--- src/cirl_defs.vh ---
// Constants for the core interrupt request logic
`ifndef CIRL_DEFS_VH
`define CIRL_DEFS_VH
// ----------------------------------------
// Register word offsets
// ----------------------------------------
`define CIRL_OFS_STATUS   4'h0
`define CIRL_OFS_MASK     4'h1
`define CIRL_OFS_ENABLE   4'h2
`define CIRL_OFS_PENDING  4'h3
`define CIRL_OFS_CTRL     4'h4
`define CIRL_OFS_VECTOR   4'h5
`define CIRL_OFS_ACK      4'h6
`define CIRL_OFS_SOFTCMD  4'h7
// ----------------------------------------
// Sources and widths
// ----------------------------------------
`define CIRL_NSRC         4'h8
`define CIRL_SRC_W        8
`define CIRL_LINE_W       6
`define CIRL_VEC_W        8
// Source indices, in priority order
`define CIRL_S_PROT_A     3'h0
`define CIRL_S_PROT_B     3'h1
`define CIRL_S_ADC        3'h2
`define CIRL_S_EXT_A      3'h3
`define CIRL_S_EXT_B      3'h4
`define CIRL_S_SPI        3'h5
`define CIRL_S_SCI        3'h6
`define CIRL_S_CAN        3'h7
// ----------------------------------------
// Vectors
// ----------------------------------------
`define CIRL_VEC_RESET    8'h00
`define CIRL_VEC_NMI      8'h24
`define CIRL_VEC_TRAP     8'h22
`define CIRL_VEC_EMU      8'h26
`define CIRL_VEC_NONE     8'h00
// Peripheral vectors per source
`define CIRL_PIV_PROT_A   8'h20
`define CIRL_PIV_PROT_B   8'h19
`define CIRL_PIV_ADC      8'h04
`define CIRL_PIV_EXT_A    8'h01
`define CIRL_PIV_EXT_B    8'h11
`define CIRL_PIV_SPI      8'h05
`define CIRL_PIV_SCI      8'h06
`define CIRL_PIV_CAN      8'h40
// ----------------------------------------
// Soft command codes, bits [9:8] of the soft command word
// ----------------------------------------
`define CIRL_CMD_SOFT_IRQ_INSTRUCTION     2'h1
`define CIRL_CMD_NMI      2'h2
`define CIRL_CMD_TRAP     2'h3
// ----------------------------------------
// Control bits and status layout
// ----------------------------------------
`define CIRL_CTRL_GMASK   0
`define CIRL_CTRL_EMU     1
`define CIRL_EV_SOFT      0
`define CIRL_EV_RESET     1
`define CIRL_EV_WDOG      2
`define CIRL_EV_HW        3
`define CIRL_EV_W         4
`define CIRL_RST_MASK     6'h00
`define CIRL_RST_ENABLE   8'h00
`endif

--- src/cirl_line_map.v ---
// Source to core line and peripheral vector lookup
`timescale 1ns/1ps
`include "cirl_defs.vh"
module cirl_line_map
(
   input  wire                      clk,
   input  wire                      sys_rst,
   input  wire [`CIRL_SRC_W-1:0]    srcReq,
   output reg  [`CIRL_LINE_W-1:0]   lineReq,
   output reg  [`CIRL_VEC_W-1:0]    topVec,
   output reg  [2:0]                topIdx,
   output reg                       topValid
);
   integer i;
   reg [`CIRL_LINE_W-1:0] next_lineReq;
   reg [`CIRL_VEC_W-1:0]  next_topVec;
   reg [2:0]              next_topIdx;
   reg                    next_topValid;
   // ----------------------------------------
   // Lookup tables
   // ----------------------------------------
   // Core line that a source shares (protection B on line 1, all others on line 0)
   function [2:0] lineOf;
      input [2:0] s;
      begin
         case (s)
            `CIRL_S_PROT_A: lineOf = 3'h0;
            `CIRL_S_PROT_B: lineOf = 3'h1;
            `CIRL_S_ADC:    lineOf = 3'h0;
            `CIRL_S_EXT_A:  lineOf = 3'h0;
            `CIRL_S_EXT_B:  lineOf = 3'h0;
            `CIRL_S_SPI:    lineOf = 3'h0;
            `CIRL_S_SCI:    lineOf = 3'h0;
            default:        lineOf = 3'h0;
         endcase
      end
   endfunction
   // Unique vector per source
   function [`CIRL_VEC_W-1:0] vecOf;
      input [2:0] s;
      begin
         case (s)
            `CIRL_S_PROT_A: vecOf = `CIRL_PIV_PROT_A;
            `CIRL_S_PROT_B: vecOf = `CIRL_PIV_PROT_B;
            `CIRL_S_ADC:    vecOf = `CIRL_PIV_ADC;
            `CIRL_S_EXT_A:  vecOf = `CIRL_PIV_EXT_A;
            `CIRL_S_EXT_B:  vecOf = `CIRL_PIV_EXT_B;
            `CIRL_S_SPI:    vecOf = `CIRL_PIV_SPI;
            `CIRL_S_SCI:    vecOf = `CIRL_PIV_SCI;
            default:        vecOf = `CIRL_PIV_CAN;
         endcase
      end
   endfunction
   // ----------------------------------------
   // Grouping onto shared lines, highest priority first
   // ----------------------------------------
   always @*
   begin
      next_lineReq  = {`CIRL_LINE_W{1'b0}};
      next_topVec   = `CIRL_VEC_NONE;
      next_topIdx   = 3'h0;
      next_topValid = 1'b0;
      // Walk downward so the lowest index wins
      for (i = `CIRL_SRC_W - 1; i >= 0; i = i - 1)
      begin
         if (srcReq[i])
         begin
            next_lineReq[lineOf(i[2:0])] = 1'b1;
            next_topVec   = vecOf(i[2:0]);
            next_topIdx   = i[2:0];
            next_topValid = 1'b1;
         end
      end
   end
   // Registered lookup result
   always @(posedge clk or posedge sys_rst)
   begin
      if (sys_rst)
      begin
         lineReq  <= {`CIRL_LINE_W{1'b0}};
         topVec   <= `CIRL_VEC_NONE;
         topIdx   <= 3'h0;
         topValid <= 1'b0;
      end
      else
      begin
         lineReq  <= next_lineReq;
         topVec   <= next_topVec;
         topIdx   <= next_topIdx;
         topValid <= next_topValid;
      end
   end
endmodule // cirl_line_map

--- src/cirl_core_irq.v ---
// Core interrupt and reset request logic with Avalon-MM registers
// Contract
// Reset served first, no arbitration
// Maskables disabled after reset until enabled
// Reset sources: pin and watchdog only
// Four external pins: two general, two protection
// External irq needs enable and line mask
// Peripherals gated by enable and line mask
// Soft interrupt branches to operand, sets mask
// Nonmaskable instruction branches 24h, sets mask
// No hardware nonmaskable input exists
// Trap branches to 22h
// Trap leaves global mask unchanged
// Emulator trap via soft or trap
// Peripherals share six core lines; the line map uses only line 1 (protection B) and line 0 (all other sources)
// Each shared source has unique vector
// Reset priority one, vector 0000h
// Protection A bit 0, vector 0020h
// Requests stay pending until acknowledged
`timescale 1ns/1ps
`include "cirl_defs.vh"
module cirl_core_irq
(
   input  wire          clk,
   input  wire          sys_rst,
   // Avalon-MM slave
   input  wire [3:0]    avs_address,
   input  wire          avs_read,
   input  wire          avs_write,
   input  wire [31:0]   avs_writedata,
   output reg  [31:0]   avs_readdata,
   output reg           avs_waitrequest,
   // Reset sources
   input  wire          resetPin,
   input  wire          wdogTimeout,
   // External pins
   input  wire          extIrqPinA,
   input  wire          extIrqPinB,
   input  wire          powerProtectIrqA,
   input  wire          powerProtectIrqB,
   // Peripheral requests
   input  wire          adcIrq,
   input  wire          spiIrq,
   input  wire          sciIrq,
   input  wire          canIrq,
   // Core side
   output reg           coreReset,
   output reg  [5:0]    coreLines,
   output reg           branchValid,
   output reg  [7:0]    branchVector,
   output reg           globalMaskBit,
   output reg           irqOut
);
   // ----------------------------------------
   // State
   // ----------------------------------------
   reg [`CIRL_SRC_W-1:0]  pending;      // Latched requests
   reg [`CIRL_SRC_W-1:0]  enable;       // Per-source enables
   reg [`CIRL_LINE_W-1:0] lineMask;     // Core line mask
   reg [`CIRL_EV_W-1:0]   status;       // Sticky event bits
   reg [`CIRL_EV_W-1:0]   evMask;       // Event mask
   reg                    emuTrapSel;   // Emulator trap routing
   reg                    rstDone;      // Reset-service in progress flag
   reg                    ackStrobe;    // Acknowledge of top source
   reg [7:0]              ackBits;      // Explicit acknowledges
   wire [`CIRL_SRC_W-1:0] rawReq;
   wire [`CIRL_SRC_W-1:0] gatedReq;
   wire [`CIRL_LINE_W-1:0] lineReq;
   wire [`CIRL_VEC_W-1:0] topVec;
   wire [2:0]             topIdx;
   wire                   topValid;
   wire                   anyReset;
   wire                   busGo;
   wire                   wrHit;
   wire [1:0]             cmdCode;
   wire [`CIRL_EV_W-1:0]  evSet;
   reg  [`CIRL_SRC_W-1:0] next_pending;
   reg  [31:0]            next_readdata;

   // Only pin and watchdog request reset; no hardware NMI input exists
   assign anyReset = resetPin | wdogTimeout;

   // External and peripheral requests, protection A at bit 0
   assign rawReq = {canIrq, sciIrq, spiIrq, extIrqPinB, extIrqPinA, adcIrq,
                    powerProtectIrqB, powerProtectIrqA};

   // Enable gating per source; line mask gating comes later on each source's core line
   assign gatedReq = pending & enable;

   // Bus handshake: one wait cycle, request answered on second edge
   assign busGo   = (avs_read | avs_write) & avs_waitrequest;
   assign wrHit   = avs_write & ~avs_waitrequest;
   assign cmdCode = avs_writedata[9:8];

   // ----------------------------------------
   // Grouping and vector lookup
   // ----------------------------------------
   cirl_line_map u_map
   (
      .clk      (clk),
      .sys_rst  (sys_rst),
      .srcReq   (gatedReq),
      .lineReq  (lineReq),
      .topVec   (topVec),
      .topIdx   (topIdx),
      .topValid (topValid)
   );

   // ----------------------------------------
   // Avalon-MM handshake
   // ----------------------------------------
   // Waitrequest drops for exactly one cycle per request
   always @(posedge clk or posedge sys_rst)
   begin
      if (sys_rst)
         avs_waitrequest <= 1'b1;
      else if (busGo)
         avs_waitrequest <= 1'b0;
      else
         avs_waitrequest <= 1'b1;
   end

   // ----------------------------------------
   // Pending latch
   // ----------------------------------------
   // Set wins over acknowledge, so a new edge is never lost
   always @*
   begin
      next_pending = pending;
      if (ackStrobe)
         next_pending[topIdx] = 1'b0;
      next_pending = (next_pending & ~ackBits) | rawReq;
   end

   always @(posedge clk or posedge sys_rst)
   begin
      if (sys_rst)
         pending <= {`CIRL_SRC_W{1'b0}};
      else if (anyReset)
         pending <= {`CIRL_SRC_W{1'b0}};
      else
         pending <= next_pending;
   end

   // ----------------------------------------
   // Control registers
   // ----------------------------------------
   always @(posedge clk or posedge sys_rst)
   begin
      if (sys_rst)
      begin
         enable     <= `CIRL_RST_ENABLE;
         lineMask   <= `CIRL_RST_MASK;
         evMask     <= {`CIRL_EV_W{1'b0}};
         emuTrapSel <= 1'b0;
         ackBits    <= 8'h00;
      end
      else if (anyReset)
      begin
         // Reset pin or watchdog clears everything at once
         enable     <= `CIRL_RST_ENABLE;
         lineMask   <= `CIRL_RST_MASK;
         evMask     <= {`CIRL_EV_W{1'b0}};
         emuTrapSel <= 1'b0;
         ackBits    <= 8'h00;
      end
      else
      begin
         ackBits <= 8'h00;
         if (wrHit)
         begin
            case (avs_address)
               `CIRL_OFS_MASK:    evMask     <= avs_writedata[`CIRL_EV_W-1:0];
               `CIRL_OFS_ENABLE:  enable     <= avs_writedata[`CIRL_SRC_W-1:0];
               `CIRL_OFS_CTRL:    lineMask   <= avs_writedata[`CIRL_LINE_W-1:0];
               `CIRL_OFS_ACK:     ackBits    <= avs_writedata[`CIRL_SRC_W-1:0];
               `CIRL_OFS_VECTOR:  emuTrapSel <= avs_writedata[`CIRL_CTRL_EMU];
               default:           ackBits    <= 8'h00;
            endcase
         end
      end
   end

   // ----------------------------------------
   // Global mask bit and branch requests
   // ----------------------------------------
   // Software writes the global mask via the soft command register bit 0
   // Hardware branch takes one line of lineReq & lineMask
   always @(posedge clk or posedge sys_rst)
   begin
      if (sys_rst)
      begin
         globalMaskBit <= 1'b1;
         branchValid   <= 1'b0;
         branchVector  <= `CIRL_VEC_RESET;
         coreReset     <= 1'b1;
         rstDone       <= 1'b1;
         ackStrobe     <= 1'b0;
      end
      else if (anyReset)
      begin
         // Reset preempts everything, vector 0000h
         coreReset     <= 1'b1;
         globalMaskBit <= 1'b1;
         branchValid   <= 1'b1;
         branchVector  <= `CIRL_VEC_RESET;
         rstDone       <= 1'b1;
         ackStrobe     <= 1'b0;
      end
      else
      begin
         coreReset   <= 1'b0;
         branchValid <= 1'b0;
         ackStrobe   <= 1'b0;
         if (wrHit && avs_address == `CIRL_OFS_SOFTCMD)
         begin
            case (cmdCode)
               `CIRL_CMD_SOFT_IRQ_INSTRUCTION:
               begin
                  branchValid   <= 1'b1;
                  branchVector  <= avs_writedata[7:0];
                  globalMaskBit <= 1'b1;
               end
               `CIRL_CMD_NMI:
               begin
                  branchValid   <= 1'b1;
                  branchVector  <= `CIRL_VEC_NMI;
                  globalMaskBit <= 1'b1;
               end
               `CIRL_CMD_TRAP:
               begin
                  // Trap keeps the global mask as it is
                  branchValid  <= 1'b1;
                  branchVector <= emuTrapSel ? `CIRL_VEC_EMU
                                             : `CIRL_VEC_TRAP;
               end
               default:
               begin
                  // Code zero writes the global mask bit and clears rstDone when bit 0 is low
                  globalMaskBit <= avs_writedata[`CIRL_CTRL_GMASK];
                  rstDone       <= rstDone & avs_writedata[`CIRL_CTRL_GMASK];
               end
            endcase
            if (cmdCode == `CIRL_CMD_SOFT_IRQ_INSTRUCTION && emuTrapSel)
               branchVector <= `CIRL_VEC_EMU;
         end
         else if (topValid && !globalMaskBit
                  && |(lineReq & lineMask))
         begin
            // Maskable branch only when global and line mask allow
            branchValid   <= 1'b1;
            branchVector  <= topVec;
            globalMaskBit <= 1'b1;
            ackStrobe     <= 1'b1;
         end
      end
   end

   // ----------------------------------------
   // Core line outputs
   // ----------------------------------------
   always @(posedge clk or posedge sys_rst)
   begin
      if (sys_rst)
         coreLines <= {`CIRL_LINE_W{1'b0}};
      else
         coreLines <= lineReq & lineMask;
   end

   // ----------------------------------------
   // Sticky events and interrupt output
   // ----------------------------------------
   assign evSet = {topValid, wdogTimeout, resetPin,
                   wrHit && avs_address == `CIRL_OFS_SOFTCMD && cmdCode != 2'h0};

   // Read of status clears it, but a same-cycle event survives
   always @(posedge clk or posedge sys_rst)
   begin
      if (sys_rst)
         status <= {`CIRL_EV_W{1'b0}};
      else if (avs_read && !avs_waitrequest && avs_address == `CIRL_OFS_STATUS)
         status <= evSet;
      else
         status <= status | evSet;
   end

   always @(posedge clk or posedge sys_rst)
   begin
      if (sys_rst)
         irqOut <= 1'b0;
      else
         irqOut <= |(status & evMask);
   end

   // ----------------------------------------
   // Read data
   // ----------------------------------------
   always @*
   begin
      next_readdata = 32'h0000_0000;
      case (avs_address)
         `CIRL_OFS_STATUS:  next_readdata[`CIRL_EV_W-1:0]   = status;
         `CIRL_OFS_MASK:    next_readdata[`CIRL_EV_W-1:0]   = evMask;
         `CIRL_OFS_ENABLE:  next_readdata[`CIRL_SRC_W-1:0]  = enable;
         `CIRL_OFS_PENDING: next_readdata[`CIRL_SRC_W-1:0]  = pending;
         `CIRL_OFS_CTRL:    next_readdata[`CIRL_LINE_W-1:0] = lineMask;
         `CIRL_OFS_VECTOR:  next_readdata[`CIRL_CTRL_EMU]   = emuTrapSel;
         `CIRL_OFS_SOFTCMD:
            next_readdata[1:0] = {rstDone, globalMaskBit};
         default:           next_readdata = 32'h0000_0000;
      endcase
   end

   // Read data registered on the wait cycle, valid at release edge
   always @(posedge clk or posedge sys_rst)
   begin
      if (sys_rst)
         avs_readdata <= 32'h0000_0000;
      else if (busGo && avs_read)
         avs_readdata <= next_readdata;
   end
endmodule // cirl_core_irq

--- config.mk ---
export PLATFORM = sky130hd
export DESIGN_NAME = cirl_core_irq
export DESIGN_NICKNAME = d
export VERILOG_FILES = /design/src/cirl_line_map.v /design/src/cirl_core_irq.v
export VERILOG_INCLUDE_DIRS = /design/src
export SDC_FILE = /design/constraint.sdc
export NUM_CORES = 1
export LEC_CHECK = 0
export ABC_AREA = 1
export BUFFER_PORTS_ARGS = -buffer_cell sky130_fd_sc_hd__buf_2
export CORE_UTILIZATION = 53
export CTS_CLUSTER_DIAMETER = 60
export DETAILED_ROUTE_END_ITERATION = 8
export GPL_TIMING_DRIVEN = 0
export PLACE_DENSITY = 0.85
export SYNTH_ARGS = -nofsm -noshare
export SYNTH_HDL_FRONTEND = slang
export SYNTH_SLANG_ARGS = --single-unit
--- constraint.sdc ---
create_clock -name clk -period 2.85 [get_ports clk]
set_input_delay 0.285 -clock clk [delete_from_list [all_inputs] [get_ports clk]]
set_output_delay 0.285 -clock clk [all_outputs]
set_load 0.02 [all_outputs]
==> flow_metrics.tcl <==
set metrics [dict create \
    ys_types 31 \
    rows 30 \
    wl_met3_um 665 \
    route.met2.wl_um 4310 \
    layout_commonest_cell "nand2_1" \
    worstMarginPinSlew_ns 0.901 \
    p_clk_frac 0.330 \
    fp.dieArea_um2 7690 \
    cpMostUsedCell "nand2_1" \
    clock_path_buffers 2 \
    finalPower_uw 2260 \
    grt_pass1_vias 3185 \
    finalSetupViolations 0 \
    finalCritPeriodShare 0.532 \
    drt_iter0_markers 197 \
    required_ns 3.15 \
    die_w_um 87.7 \
    io_pins 101 \
    synth_cells 484 \
    final_util 0.654 \
    crit_chain "nor2_4 -> nand3_1 -> nand2_1 -> nor2_1 -> nor2_2 -> nand2_1 -> nand2_1" \
    antenna_found_initial 0 \
    drc 0 \
    n_antenna_cell 0 \
    yosys_warnings 0 \
    critPathKind "reg2reg" \
    r2r_slack_ns 1.33 \
    synth_area_leaders "dfrtp_1, nand2_1, buf_4, inv_1, nor2_1" \
    rr_endpoint "branchVector[6]" \
    cts-htree-levels 3 \
    p_sw_uw 669 \
    slew_headroom 0.399 \
    synth_top_area_frac 0.470 \
    worstSetupStartpointType "flop" \
    cts.sinks 77 \
    hold_class "in2reg" \
    placed_area_um2 4360 \
    core-area_um2 6940 \
    drt-total-wl_um 8970 \
    fillers 592 \
    wl_met1_um 3750 \
    synth_area_um2 3890 \
    cts-hold-fix-buffers 0 \
    synth_top_cell_by_area "dfrtp_1" \
    setup_ws_ns 1.33 \
    synth-seq-area-share 0.497 \
    clk_pin_slew_ns 0.08 \
    cpLargestDelayFamily "simple AND/OR/NAND/NOR gates" \
    worst_hold_startpoint "avs_write" \
    fin_worst_skew_ns 0.00685 \
    dieHeight_um 87.7 \
    p_int_uw 1590 \
    cts-root-buf "clkbuf_8" \
    crit_slowest_cell "dfstp_2" \
    critPathMaxStageDelay_ns 0.40 \
    fmaxAchievable_ghz 0.660 \
    finalHoldViolations 0 \
    vdd_drop_max_v 0.000245 \
    synthToLayoutAreaGrowth_pct 16.7 \
    initial_core_util 0.560 \
    synth-seq-cells 77 \
    drive_gt1_frac 0.231 \
    r2r_start "avs_waitrequest" \
    gp_congestion 0.906 \
    cts_tree "built" \
    cts_setup_buffers 0 \
    cts-resized-gates 0 \
    power.density_nw_per_um2 498 \
    rsz0062_at_grt "false" \
    crit_fanout 7 \
    dr_total_vias 3306 \
    wire_per_inst_um 13.3 \
    cp.arrival_ns 1.82 \
    avgSynthCellArea_um2 8.04 \
    ant_nets 0 \
    tns_ns 0 \
    seq_power_share 0.524 \
    slew_viol_final 0 \
    p_comb_frac 0.146 \
    switching_share 0.296 \
    vias_per_cell 4.91 \
    cts_buffers 9 \
    grt-ovfl-total 0 \
    critPathBufInv 0 \
    grt_max_degree 78 \
    routed.top_layer "met4" \
    place_hpwl_um 6810 \
    grt_usage 0.253 \
    worst_setup_path_end_kind "flop" \
    fin_area_um2 4540 \
    p_leak_uw 0.00256 \
    io_buffers 50 \
    post-place-ws_ns 1.23 \
    r2r_cells 7 \
    status "finished clean" \
    final_cell_mix "nand2_1, dfrtp_1, inv_1" \
    clk-insertion-delay-late_ns 0.36 \
    hold_depth 2 \
    period_needed_ns 1.52 \
    drv_cap 0 \
    finalNetCount 628 \
    dr.pass1.iters 5 \
    grt_pass1_wl_um 14500 \
    min_to "avs_waitrequest" \
]
-- power groups by stage --
stage / registers [uW] / logic [uW] / clock network [uW]
final: 1190 / 331 / 746
after global routing: 1190 / 368 / 788
after CTS: 1180 / 329 / 754
after detailed placement: 1210 / 327 / 0
after global placement: 1200 / 318 / 0
after floorplan: 1230 / 209 / 0
-- sequential cells by signal, indices dropped and copies added, names as in the netlist, 2 cells and up --
register / flops
ackBits: 8
avs_readdata: 8
branchVector: 8
coreLines: 2
enable: 8
evMask: 4
lineMask: 6
pending: 8
status: 4
u_map.lineReq: 2
u_map.topIdx: 3
u_map.topVec: 7
-- per-stage QoR --
stage	instances	hold WS, ns
after detailed placement	657	0.458
after global routing	673	0.0966
after global placement	657	0.457
after CTS	673	0.0913
after floorplan	511	0.348
final	673	0.0997
-- area by class of cell --
cell class | instances | area (um^2) | share of cell area
plain buffers | 34 | 250 | 0.0551
clock buffers | 10 | 138 | 0.0303
clock inverters | 6 | 38.8 | 0.00854
inverters | 67 | 254 | 0.0559
multi-input cells | 333 | 1560 | 0.343
flip-flops and latches | 77 | 1930 | 0.425
well taps | 96 | 120 | 0.0265
repair buffers | 50 | 250 | 0.0551
-- layer usage --
metal  up-vias  track usage
met1      1510        0.315
met4         0        0.115
met2       151        0.428
li1       1624            -
met5         -            0
met3        21       0.0490
-- cells in the mapped netlist, drive strengths merged --
cell type / count
nand2: 151
dfrtp: 73
inv: 67
nor2: 50
buf: 33
o21ai: 31
nand3: 30
a21oi: 16
o211ai: 9
ha: 6
dfstp: 4
o21bai: 3
a31oi: 2
nor3: 2
o22ai: 2
a211oi: 1
clkbuf: 1
conb: 1
nand4: 1
or2: 1
-- logic make-up after synthesis --
family	after synthesis	share of synthesized area
other	1	0.000964
AND/OR/NAND/NOR	235	0.258
buffers and inverters	101	0.129
AO/OA/AOI/OAI	64	0.0958
adder cells (fa/ha/maj)	6	0.0193
flip-flops	77	0.497
-- how the worst max path moves through the flow --
stage | start | end | cells after the start | slack (ns)
floorplan | sys_rst | ackBits[0] | 1 | 0.60
global placement | sys_rst | branchVector[7] | 2 | -0.17
detailed placement | avs_writedata[9] | branchVector[5] | 10 | 1.23
CTS | avs_waitrequest | branchVector[6] | 7 | 1.33
global route | avs_waitrequest | branchVector[6] | 7 | 1.22
finish | avs_waitrequest | branchVector[6] | 7 | 1.33
Note: power is estimated with default switching activity, not from simulation.
